File: src/inc/mhpi_pkg.sv
// Package of constants and types for the modem host pin interface.
package mhpi_pkg;

    // ****************************************************************
    // Register map
    // ****************************************************************
    localparam logic [3:0] ADDR_FLOW_MODE  = 4'h0;
    localparam logic [3:0] ADDR_INT_CLEAR  = 4'h1;
    localparam logic [3:0] ADDR_PIN_MODE   = 4'h2;
    localparam logic [3:0] ADDR_PIN_OUT    = 4'h3;
    localparam logic [3:0] ADDR_PIN_DIR    = 4'h4;
    localparam logic [3:0] ADDR_STATUS     = 4'h5;
    localparam logic [3:0] ADDR_PIN_IN     = 4'h6;
    localparam logic [3:0] ADDR_RX_DATA    = 4'h7;

    localparam int          FLOW_MODE_BIT  = 7;
    localparam int          INT_CLEAR_HI   = 7;
    localparam int          INT_CLEAR_LO   = 6;
    localparam logic [7:0]  RST_FLOW_MODE  = 8'h00;
    localparam logic [9:0]  RST_PIN_MODE   = 10'h000;
    localparam logic [4:0]  RST_PIN_OUT    = 5'h00;
    localparam logic [4:0]  RST_PIN_DIR    = 5'h00;

    // ****************************************************************
    // Serial timing
    // ****************************************************************
    localparam int          CLK_HZ         = 20000000;
    localparam int          BAUD_DEFAULT   = 9600;
    localparam int          BIT_CYCLES     = CLK_HZ / BAUD_DEFAULT;
    localparam int          FIFO_DEPTH     = 16;

    // ****************************************************************
    // Pin function modes, two bits per multi-function pin
    // ****************************************************************
    typedef enum logic [1:0] {
        MHPI_PIN_IN  = 2'b00,
        MHPI_PIN_OUT = 2'b01,
        MHPI_PIN_ALT = 2'b10,
        MHPI_PIN_RSV = 2'b11
    } mhpi_pin_mode_t;

    typedef struct packed {
        logic carrier_loss;
        logic wake_on_ring;
        logic loop_loss;
        logic v23_reversal;
        logic intrusion;
    } mhpi_events_t;

    typedef struct packed {
        logic ring_on;
        logic carrier_present;
        logic frame_end;
        logic connected;
        logic sleeping;
    } mhpi_modem_state_t;

    typedef struct packed {
        logic [4:0] out;
        logic [4:0] oe;
    } mhpi_pins_t;

endpackage : mhpi_pkg

File: src/mhpi_uart_rx.sv
// Serial receiver that takes host characters from the transmit data line.
`timescale 1ns/1ns
module mhpi_uart_rx #(
    parameter int BIT_CYCLES = mhpi_pkg::BIT_CYCLES
) (
    input  wire logic       clk,
    input  wire logic       sys_rst,
    input  wire logic       rxd_sync,
    output logic            start_seen,
    output logic            byte_valid,
    output logic [7:0]      byte_data
);
    import mhpi_pkg::*;

    localparam int CW = $clog2(BIT_CYCLES + 1);

    typedef enum logic [1:0] {
        MHPI_RX_IDLE  = 2'b00,
        MHPI_RX_START = 2'b01,
        MHPI_RX_DATA  = 2'b10,
        MHPI_RX_STOP  = 2'b11
    } mhpi_rx_state_t;

    mhpi_rx_state_t state, next_state;
    logic [CW-1:0]  cnt, next_cnt;
    logic [2:0]     bitn, next_bitn;
    logic [7:0]     shift, next_shift;
    logic           next_start_seen;
    logic           next_byte_valid;
    logic [7:0]     next_byte_data;

    always_comb begin
        next_state      = state;
        next_cnt        = cnt;
        next_bitn       = bitn;
        next_shift      = shift;
        next_byte_valid = 1'b0;
        next_byte_data  = byte_data;
        unique case (state)
            MHPI_RX_IDLE: begin
                if (!rxd_sync) begin
                    next_state      = MHPI_RX_START;
                    next_cnt        = CW'(BIT_CYCLES / 2);
                end
            end
            MHPI_RX_START: begin
                if (cnt != '0) begin
                    next_cnt = cnt - 1'b1;
                end else if (rxd_sync) begin
                    next_state = MHPI_RX_IDLE;
                end else begin
                    next_state = MHPI_RX_DATA;
                    next_cnt   = CW'(BIT_CYCLES - 1);
                    next_bitn  = 3'h0;
                end
            end
            MHPI_RX_DATA: begin
                if (cnt != '0) begin
                    next_cnt = cnt - 1'b1;
                end else begin
                    next_shift = {rxd_sync, shift[7:1]};
                    next_cnt   = CW'(BIT_CYCLES - 1);
                    next_bitn  = bitn + 1'b1;
                    if (bitn == 3'h7) begin
                        next_state = MHPI_RX_STOP;
                    end
                end
            end
            MHPI_RX_STOP: begin
                if (cnt != '0) begin
                    next_cnt = cnt - 1'b1;
                end else begin
                    next_state = MHPI_RX_IDLE;
                    if (rxd_sync) begin
                        next_byte_valid = 1'b1;
                        next_byte_data  = shift;
                    end
                end
            end
        endcase
        // High while a frame is in flight.
        next_start_seen = (next_state != MHPI_RX_IDLE);
    end

    always_ff @(posedge clk) begin
        if (sys_rst) begin
            state      <= MHPI_RX_IDLE;
            cnt        <= '0;
            bitn       <= 3'h0;
            shift      <= 8'h00;
            start_seen <= 1'b0;
            byte_valid <= 1'b0;
            byte_data  <= 8'h00;
        end else begin
            state      <= next_state;
            cnt        <= next_cnt;
            bitn       <= next_bitn;
            shift      <= next_shift;
            start_seen <= next_start_seen;
            byte_valid <= next_byte_valid;
            byte_data  <= next_byte_data;
        end
    end

endmodule : mhpi_uart_rx

File: src/mhpi_uart_tx.sv
// Serial transmitter that sends modem data to the host on the receive data line.
`timescale 1ns/1ns
module mhpi_uart_tx #(
    parameter int BIT_CYCLES = mhpi_pkg::BIT_CYCLES
) (
    input  wire logic       clk,
    input  wire logic       sys_rst,
    input  wire logic       load,
    input  wire logic [7:0] data,
    output logic            busy,
    output logic            txd
);
    import mhpi_pkg::*;

    localparam int CW = $clog2(BIT_CYCLES + 1);

    logic [9:0]    frame, next_frame;
    logic [3:0]    left, next_left;
    logic [CW-1:0] cnt, next_cnt;
    logic          next_busy;
    logic          next_txd;

    always_comb begin
        next_frame = frame;
        next_left  = left;
        next_cnt   = cnt;
        next_busy  = busy;
        next_txd   = txd;
        if (!busy) begin
            if (load) begin
                next_frame = {1'b1, data, 1'b0};
                next_left  = 4'ha;
                next_cnt   = '0;
                next_busy  = 1'b1;
            end
        end else if (cnt != '0) begin
            next_cnt = cnt - 1'b1;
        end else if (left == 4'h0) begin
            next_busy = 1'b0;
            next_txd  = 1'b1;
        end else begin
            next_txd   = frame[0];
            next_frame = {1'b1, frame[9:1]};
            next_left  = left - 1'b1;
            next_cnt   = CW'(BIT_CYCLES - 1);
        end
    end

    always_ff @(posedge clk) begin
        if (sys_rst) begin
            frame <= 10'h3ff;
            left  <= 4'h0;
            cnt   <= '0;
            busy  <= 1'b0;
            txd   <= 1'b1;
        end else begin
            frame <= next_frame;
            left  <= next_left;
            cnt   <= next_cnt;
            busy  <= next_busy;
            txd   <= next_txd;
        end
    end

endmodule : mhpi_uart_tx

File: src/mhpi_top.sv
// Host pin logic of the modem: serial pair, clear-to-send, reset and multi-function pins.
//
// Contract
// - Mode 0: negate clear-to-send on start bit, reassert when transmit FIFO empties.
// - Mode 1: negate at 70% FIFO occupancy, reassert at 30% or less; with 16 entries the code negates at 11 and reasserts at 5 or less.
// - Mode selector is bit 7, read/write; bits 6:0 read zero.
// - Received data goes out on receive data; host data comes in on transmit data.
// - Clear-to-send asserted only when more data fits; host sends only then.
// - Reset input low returns every control register to its initial state.
// - A low pulse on reset also wakes the device from sleep.
// - Pin five resets to input; may be output or ring indicator.
// - Pin four resets to input; as interrupt flags five events while connected.
// - Interrupt stays set until host writes bits 7:6 of the clear register.
// - Pin three resets to input; as escape, rising edge leaves online mode.
// - Pin two resets to input; as carrier detect, drives low on carrier.
// - Pin one resets to input; may signal end of received HDLC frame.
//
// Local design decisions: the address-and-strobe port and the placing of the registers.
`timescale 1ns/1ns
module mhpi_top #(
    parameter int DEPTH      = mhpi_pkg::FIFO_DEPTH,
    parameter int BIT_CYCLES = mhpi_pkg::BIT_CYCLES
) (
    input  wire logic                        clk,
    input  wire logic                        sys_rst,
    input  wire logic                        reset_n_pin,
    input  wire logic                        txd_pin,
    output logic                             rxd_pin,
    output logic                             cts_n_pin,
    input  wire logic [4:0]                  multi_pin_in,
    output logic [4:0]                       multi_pin_out,
    output logic [4:0]                       multi_pin_oe,
    input  wire mhpi_pkg::mhpi_events_t      modem_events,
    input  wire mhpi_pkg::mhpi_modem_state_t modem_state,
    input  wire logic                        tx_fifo_pop,
    output logic                             tx_fifo_valid,
    output logic [7:0]                       tx_fifo_data,
    input  wire logic                        rx_valid,
    input  wire logic [7:0]                  rx_data,
    output logic                             rx_ready,
    output logic                             escape_to_command,
    output logic                             wake_pulse,
    input  wire logic [3:0]                  reg_addr,
    input  wire logic [7:0]                  reg_wdata,
    input  wire logic                        reg_wr,
    input  wire logic                        reg_rd,
    output logic [7:0]                       reg_rdata
);
    import mhpi_pkg::*;

    localparam int AW = $clog2(DEPTH);
    localparam int OW = AW + 1;
    localparam logic [OW-1:0] HI_MARK = OW'((DEPTH * 7) / 10);
    localparam logic [OW-1:0] LO_MARK = OW'((DEPTH * 3 + 9) / 10);

    // ****************************************************************
    // Pin synchronisers
    // ****************************************************************
    logic [7:0] sync1, sync2;
    always_ff @(posedge clk) begin
        if (sys_rst) begin
            sync1 <= 8'hff;
            sync2 <= 8'hff;
        end else begin
            sync1 <= {reset_n_pin, txd_pin, 1'b1, multi_pin_in};
            sync2 <= sync1;
        end
    end

    logic       rst_n_s, txd_s;
    logic [4:0] pin_s;
    assign rst_n_s = sync2[7];
    assign txd_s   = sync2[6];
    assign pin_s   = sync2[4:0];

    // The reset pin clears the block as the system reset does, except the synchronisers, rst_prev and reg_rdata.
    logic soft_rst;
    assign soft_rst = sys_rst | ~rst_n_s;

    // ****************************************************************
    // Serial pair
    // ****************************************************************
    logic       start_seen, rx_byte_valid, tx_busy;
    logic [7:0] rx_byte;

    mhpi_uart_rx #(.BIT_CYCLES(BIT_CYCLES)) u_rx (
        .clk        (clk),
        .sys_rst    (soft_rst),
        .rxd_sync   (txd_s),
        .start_seen (start_seen),
        .byte_valid (rx_byte_valid),
        .byte_data  (rx_byte)
    );

    logic tx_load;
    assign tx_load  = rx_valid & ~tx_busy;
    assign rx_ready = ~tx_busy;

    mhpi_uart_tx #(.BIT_CYCLES(BIT_CYCLES)) u_tx (
        .clk  (clk),
        .sys_rst (soft_rst),
        .load (tx_load),
        .data (rx_data),
        .busy (tx_busy),
        .txd  (rxd_pin)
    );

    // ****************************************************************
    // Transmit FIFO of host characters
    // ****************************************************************
    logic [7:0]    mem [DEPTH];
    logic [AW-1:0] wptr, rptr, next_wptr, next_rptr;
    logic [OW-1:0] level, next_level;
    logic          push, pop;

    // A character into a full FIFO is dropped; flow control prevents that.
    assign push = rx_byte_valid & (level != OW'(DEPTH));
    assign pop  = tx_fifo_pop & (level != '0);

    always_comb begin
        next_wptr  = push ? AW'(wptr + 1'b1) : wptr;
        next_rptr  = pop ? AW'(rptr + 1'b1) : rptr;
        next_level = level + OW'(push) - OW'(pop);
    end

    always_ff @(posedge clk) begin
        if (push) begin
            mem[wptr] <= rx_byte;
        end
        if (soft_rst) begin
            wptr  <= '0;
            rptr  <= '0;
            level <= '0;
        end else begin
            wptr  <= next_wptr;
            rptr  <= next_rptr;
            level <= next_level;
        end
    end

    // ****************************************************************
    // Control registers
    // ****************************************************************
    logic [7:0] flow_control_mode_select, next_flow_mode;
    logic [9:0] pin_mode, next_pin_mode;
    logic [4:0] pin_out_reg, next_pin_out_reg;
    logic [4:0] pin_dir, next_pin_dir;
    logic       int_flag, next_int_flag;
    logic       sleeping, next_sleeping;
    logic       clear_hit;

    function automatic mhpi_pin_mode_t mode_of(input logic [9:0] m, input int idx);
        mode_of = mhpi_pin_mode_t'(m[2*idx +: 2]);
    endfunction : mode_of

    assign clear_hit = reg_wr & (reg_addr == ADDR_INT_CLEAR)
                     & (reg_wdata[INT_CLEAR_HI:INT_CLEAR_LO] != 2'b00);

    always_comb begin
        next_flow_mode   = flow_control_mode_select;
        next_pin_mode    = pin_mode;
        next_pin_out_reg = pin_out_reg;
        next_pin_dir     = pin_dir;
        if (reg_wr) begin
            unique case (reg_addr)
                ADDR_FLOW_MODE: next_flow_mode = {reg_wdata[FLOW_MODE_BIT], 7'h00};
                ADDR_PIN_MODE:  next_pin_mode  = reg_wdata[7] ? {reg_wdata[4:0], pin_mode[4:0]}
                    : {pin_mode[9:5], reg_wdata[4:0]};
                ADDR_PIN_OUT:   next_pin_out_reg = reg_wdata[4:0];
                ADDR_PIN_DIR:   next_pin_dir   = reg_wdata[4:0];
                default: ;
            endcase
        end
    end

    always_comb begin
        next_int_flag = int_flag;
        if (clear_hit) begin
            next_int_flag = 1'b0;
        end
        // A new event in the clearing cycle wins.
        if (mode_of(pin_mode, 3) == MHPI_PIN_ALT && modem_state.connected && (|modem_events)) begin
            next_int_flag = 1'b1;
        end
        next_sleeping = modem_state.sleeping;
    end

    always_ff @(posedge clk) begin
        if (soft_rst) begin
            flow_control_mode_select <= RST_FLOW_MODE;
            pin_mode                 <= RST_PIN_MODE;
            pin_out_reg              <= RST_PIN_OUT;
            pin_dir                  <= RST_PIN_DIR;
            int_flag                 <= 1'b0;
            sleeping                 <= 1'b0;
        end else begin
            flow_control_mode_select <= next_flow_mode;
            pin_mode                 <= next_pin_mode;
            pin_out_reg              <= next_pin_out_reg;
            pin_dir                  <= next_pin_dir;
            int_flag                 <= next_int_flag;
            sleeping                 <= next_sleeping;
        end
    end

    // ****************************************************************
    // Clear-to-send
    // ****************************************************************
    logic cts_ok, next_cts_ok;
    always_comb begin
        next_cts_ok = cts_ok;
        if (!flow_control_mode_select[FLOW_MODE_BIT]) begin
            if (start_seen) begin
                next_cts_ok = 1'b0;
            end else if (level == '0 && !rx_byte_valid) begin
                next_cts_ok = 1'b1;
            end
        end else begin
            if (next_level >= HI_MARK) begin
                next_cts_ok = 1'b0;
            end else if (next_level <= LO_MARK) begin
                next_cts_ok = 1'b1;
            end
        end
        if (next_level == OW'(DEPTH)) begin
            next_cts_ok = 1'b0;
        end
    end

    // ****************************************************************
    // Pin outputs, escape and wake
    // ****************************************************************
    logic [4:0] next_pin_out, next_pin_oe;
    logic       esc_prev, next_esc, next_wake, rst_prev;

    always_comb begin
        next_pin_out = 5'h00;
        next_pin_oe  = 5'h00;
        for (int i = 0; i < 5; i++) begin
            if (mode_of(pin_mode, i) == MHPI_PIN_OUT) begin
                next_pin_out[i] = pin_out_reg[i];
                next_pin_oe[i]  = 1'b1;
            end
        end
        if (mode_of(pin_mode, 4) == MHPI_PIN_ALT) begin
            next_pin_out[4] = modem_state.ring_on;
            next_pin_oe[4]  = 1'b1;
        end
        if (mode_of(pin_mode, 3) == MHPI_PIN_ALT) begin
            next_pin_out[3] = int_flag;
            next_pin_oe[3]  = 1'b1;
        end
        if (mode_of(pin_mode, 1) == MHPI_PIN_ALT) begin
            next_pin_out[1] = ~modem_state.carrier_present;
            next_pin_oe[1]  = 1'b1;
        end
        if (mode_of(pin_mode, 0) == MHPI_PIN_ALT) begin
            next_pin_out[0] = modem_state.frame_end;
            next_pin_oe[0]  = 1'b1;
        end
        next_esc  = (mode_of(pin_mode, 2) == MHPI_PIN_ALT) & pin_s[2] & ~esc_prev
                  & modem_state.connected;
        next_wake = rst_n_s & ~rst_prev & modem_state.sleeping;
    end

    always_ff @(posedge clk) begin
        if (sys_rst) begin
            rst_prev <= 1'b1;
        end else begin
            rst_prev <= rst_n_s;
        end
        if (soft_rst) begin
            cts_ok            <= 1'b1;
            cts_n_pin         <= 1'b0;
            multi_pin_out     <= 5'h00;
            multi_pin_oe      <= 5'h00;
            esc_prev          <= 1'b0;
            escape_to_command <= 1'b0;
            wake_pulse        <= 1'b0;
            tx_fifo_valid     <= 1'b0;
            tx_fifo_data      <= 8'h00;
        end else begin
            cts_ok            <= next_cts_ok;
            cts_n_pin         <= ~next_cts_ok;
            multi_pin_out     <= next_pin_out;
            multi_pin_oe      <= next_pin_oe;
            esc_prev          <= pin_s[2];
            escape_to_command <= next_esc;
            wake_pulse        <= next_wake;
            tx_fifo_valid     <= next_level != '0;
            tx_fifo_data      <= mem[next_rptr];
        end
    end

    // ****************************************************************
    // Register read port
    // ****************************************************************
    logic [7:0] next_rdata;
    always_comb begin
        next_rdata = 8'h00;
        if (reg_rd) begin
            unique case (reg_addr)
                ADDR_FLOW_MODE: next_rdata = {flow_control_mode_select[FLOW_MODE_BIT], 7'h00};
                ADDR_INT_CLEAR: next_rdata = {int_flag, 7'h00};
                ADDR_PIN_MODE:  next_rdata = {3'h0, pin_mode[4:0]};
                ADDR_PIN_OUT:   next_rdata = {3'h0, pin_out_reg};
                ADDR_PIN_DIR:   next_rdata = {3'h0, pin_dir};
                ADDR_STATUS:    next_rdata = {cts_ok, sleeping, 2'h0, level[3:0]};
                ADDR_PIN_IN:    next_rdata = {3'h0, pin_s};
                ADDR_RX_DATA:   next_rdata = tx_fifo_data;
                default: ;
            endcase
        end
    end

    always_ff @(posedge clk) begin
        if (sys_rst) begin
            reg_rdata <= 8'h00;
        end else begin
            reg_rdata <= next_rdata;
        end
    end

endmodule : mhpi_top

File: config.mk
export PLATFORM = sky130hd
export DESIGN_NAME = mhpi_top
export DESIGN_NICKNAME = d
export VERILOG_FILES = /design/src/inc/mhpi_pkg.sv /design/src/mhpi_uart_rx.sv /design/src/mhpi_uart_tx.sv /design/src/mhpi_top.sv
export SDC_FILE = /design/constraint.sdc
export NUM_CORES = 1
export LEC_CHECK = 0
export ABC_CLOCK_PERIOD_IN_PS = 4650
export BUFFER_PORTS_ARGS = -buffer_cell sky130_fd_sc_hd__buf_2
export CAP_MARGIN = 30
export CORE_ASPECT_RATIO = 1.4
export CORE_UTILIZATION = 40
export CTS_CLUSTER_DIAMETER = 30
export DETAILED_ROUTE_END_ITERATION = 10
export PLACE_DENSITY = 0.63
export SETUP_SLACK_MARGIN = 0.5
export SYNTH_ARGS = -nofsm -noshare
export SYNTH_HDL_FRONTEND = slang
export SYNTH_SLANG_ARGS = --single-unit
export TNS_END_PERCENT = 30
File: constraint.sdc
create_clock -name clk -period 4.65 [get_ports clk]
set_input_delay 0.93 -clock clk [delete_from_list [all_inputs] [get_ports clk]]
set_output_delay 0.93 -clock clk [all_outputs]
set_load 0.005 [all_outputs]
==> metrics.csv <==
stage,metric,value,unit
outcome,outcome,"complete, no violations",
power,sequential power share,34.0,%
critical_path,crit start category,register,
global_route,initial antenna violation count,0,
place,port bufs,73,
power,Worst VDD drop,0.000502,V
global_route,residual overflow from global routing,0,
synthesis,"EDFF count, synth",128,
timing,Sum Neg Setup Slack,0,ns
critical_path,CP required,5.05,ns
drt,# DRC,0,
critical_path,WP data arrival,4.09,ns
synthesis,Synth Cell Area,12700,µm²
cts,TritonCTS clock tree,yes,
synthesis,asr flop ratio synth,0,%
power,clock network fraction of design power,37.0,%
place,Post-DP Area,13300,µm²
cts,clk root buf,clkbuf_16,
floorplanning,die width,152,µm
floorplanning,core box area,30900,µm²
timing,"Hold Violations, Final",0,
finish,count of nets after finishing,1270,
power,Int Pwr,0.00567,W
power,Pwr per Cell Area,578,nW/µm²
critical_path,crit-path max FO,8,
finish,most frequent cells in the layout,"143 x dfxtp_1, 128 x edfxtp_1, 94 x mux2i_1",
power,sw frac,33.7,%
synthesis,"Avg Cell Area, Syn",11.2,µm²
timing,Final setup viols,0,
power,net switching power,0.00288,W
timing,Worst-Margin Slew,1.01,ns
finish,# diodes,0,
synthesis,register area share after synthesis,53.3,%
timing,max_slew headroom,32.9,%
finish,area grow syn2layout,17.0,%
drt,drt pass-1 iters,5,
synthesis,Syn Nets,1205,
floorplanning,Die ar.,32400,µm²
critical_path,delay of the slowest critical-path stage,0.52,ns
cts,Hold Buf Count CTS,0,
floorplanning,Cell Rows,76,
drt,Vias,8984,
critical_path,"slowest stage cell, crit path",a21boi_1,
timing,RSZ-0062 raised after global routing,false,
drt,WL final,29800,µm
floorplanning,Starting Density,40.9,%
global_route,largest net degree at the start of global routing,69,
cts,"Reg clk slew, reported paths",0.05,ns
timing,Final Skew,0.00970,ns
critical_path,CP Class,register to register,
finish,biggest regs,"mem x128, u_rx.cnt x12, u_tx.cnt x12",
synthesis,Syn. warnings,0,
finish,Largest Register,mem,
finish,Finished Cell Area,14800,µm²
floorplanning,Die H,212,µm
floorplanning,I/O pin total,75,
critical_path,flop-to-flop setup slack,0.97,ns
cts,Skew-Pair Late Insertion Delay,0.52,ns
cts,clock buffer depth,3,
synthesis,number of distinct library cells after synthesis,77,
power,Combinational Power Share,29.0,%
timing,max-slew violations,0,
place,DP HPWL,20000,µm
timing,post-layout min period,3.68,ns
cts,CTS Sinks,273,
critical_path,Critical Path Sink Type,register,
synthesis,#FFs+latches synth,273,
timing,period utilization,79.2,%
critical_path,crit path cell chain,inv_1 > ha_1 > nor3b_1 > a21boi_1 > inv_1 > ha_1 > inv_1 > ha_1 > fa_1 > a21oi_1 > o21bai_1 > xnor2_1 > o2111ai_1 > o311ai_0,
cts,post-CTS setup repair buffer count,0,
finish,# fillers,2734,
global_route,global-route wire length before repair,46600,µm
finish,"commonest non-fill, non-tap cell in the layout",dfxtp_1,
power,Lkg Pwr,5.36,nW
cts,CTS Buf Count,44,
job,max cap viols,0,
min_path,Min-Delay Path Class,register to register,
global_route,gr usage total,18.2,%
cts,quantity of gates resized following cts,0,
synthesis,most used flip-flop cell after synthesis,dfxtp_1,
place,routability congestion estimate from global placement,0.846,
timing,FMAX,271,MHz
finish,fraction of layout cells with a size suffix above 1,20.4,%
drt,post-DR vias/cell,5.55,
global_route,vias in the first global route,8686,
drt,Final ANT Viol Nets,0,
synthesis,Cells after Synth,1130,
cts,H-tree depth,2,
drt,Routed wire per std cell,18.4,µm
finish,max reg flops,128,
drt,1st-iter DRT viols,467,
-- cells in the mapped netlist, drive strengths merged, types with 4 or more instances --
cell / n / area, µm²
o32ai: 8 / 70.1
nor2b: 7 / 43.8
nor4b: 4 / 50.1
nor2: 91 / 342
or3: 17 / 106
buf: 28 / 138
nand3: 27 / 135
xor2: 8 / 70.1
nor3b: 5 / 37.5
mux2: 33 / 372
nand2: 92 / 355
a31oi: 24 / 150
or2: 21 / 131
and2: 12 / 75.1
ha: 31 / 388
inv: 30 / 113
edfxtp: 128 / 3840
dfxtp: 145 / 2900
xnor2: 8 / 70.1
clkbuf: 41 / 154
a21oi: 45 / 225
a32o: 9 / 90.1
nand2b: 5 / 31.3
nor4: 7 / 58.8
nor3: 40 / 216
o32a: 16 / 160
nand4: 18 / 113
a21o: 5 / 37.5
or4: 7 / 60.1
mux2i: 94 / 941
a211oi: 7 / 52.6
mux4: 18 / 405
o21ai: 43 / 215
-- worst max-delay path, delay by kind of cell, from the launching register on --
| kind | cells | cell delay, ns |
|---|---|---|
| AOI/OAI and AO/OA | 5 | 1.29 |
| adders and majority gates | 4 | 1.14 |
| DFF | 1 | 0.38 |
| xor gates and xnor gates | 1 | 0.33 |
| buffers and inverters | 3 | 0.26 |
| and+or+nand+nor | 1 | 0.16 |
-- power by group through the flow --
stage,Clock [W],Sequential (W),Combinational [W]
final,0.00316,0.00291,0.00248
after global routing,0.00332,0.00294,0.00275
after CTS,0.00321,0.00290,0.00247
after detailed placement,0,0.00295,0.00246
after global placement,0,0.00294,0.00243
after floorplan,0,0.00285,0.00199
-- path summary, 6_finish.rpt --
| check | startpoint | end | cells past startpoint |
|---|---|---|---|
| setup / recovery | level[2] | cts_ok | 14 |
| hold / removal | sync1[7] | sync2[7] | 1 |
| setup reg to reg | level[2] | cts_ok | 14 |
| hold reg to reg | sync1[7] | sync2[7] | 1 |
-- cell type report --
| class | count | area [µm²] | share of cell area (%) |
|---|---|---|---|
| well taps | 390 | 488 | 3.30 |
| repair buffers | 88 | 493 | 3.33 |
| clock inverters | 28 | 298 | 2.01 |
| clock buffers | 53 | 1140 | 7.73 |
| inverters | 31 | 116 | 0.786 |
| multi-input cells | 757 | 5510 | 37.2 |
| flip-flops and latches | 273 | 6750 | 45.6 |
-- metal layers --
metal / GRT usage, % / vias to the layer above / wire length, µm
li1: - / 4362 / -
met1: 21.3 / 4342 / 12100
met2: 32.5 / 210 / 15100
met3: 3.06 / 70 / 1320
met4: 8.62 / 0 / 1260
met5: 0 / - / 0
-- logic make-up (layout without fill, tap and decap cells) --
kind of cell	count (synthesis)	in the layout	synth area share [%]
AOI/OAI and AO/OA	197	197	10.8
xor gates and xnor gates	16	16	1.11
adders and majority gates	32	32	3.22
buffers and inverters	100	200	3.22
DFF	273	273	53.3
muxes	145	145	13.6
and+or+nand+nor	367	367	14.8
-- per-stage QoR --
stage               setup WS [ns]  util, %  instances  total power (W)  hold WS (ns)
CTS                         0.975     47.8       1619          0.00858         0.403
finish                      0.967     47.9       1620          0.00855         0.399
floorplan                    1.16        -       1130          0.00484         0.367
global placement             1.06     43.1       1536          0.00537         0.387
global route                0.526     47.9       1620          0.00901         0.409
detailed placement           1.00     43.1       1538          0.00541         0.393
Note: power is estimated with default switching activity, not from simulation.
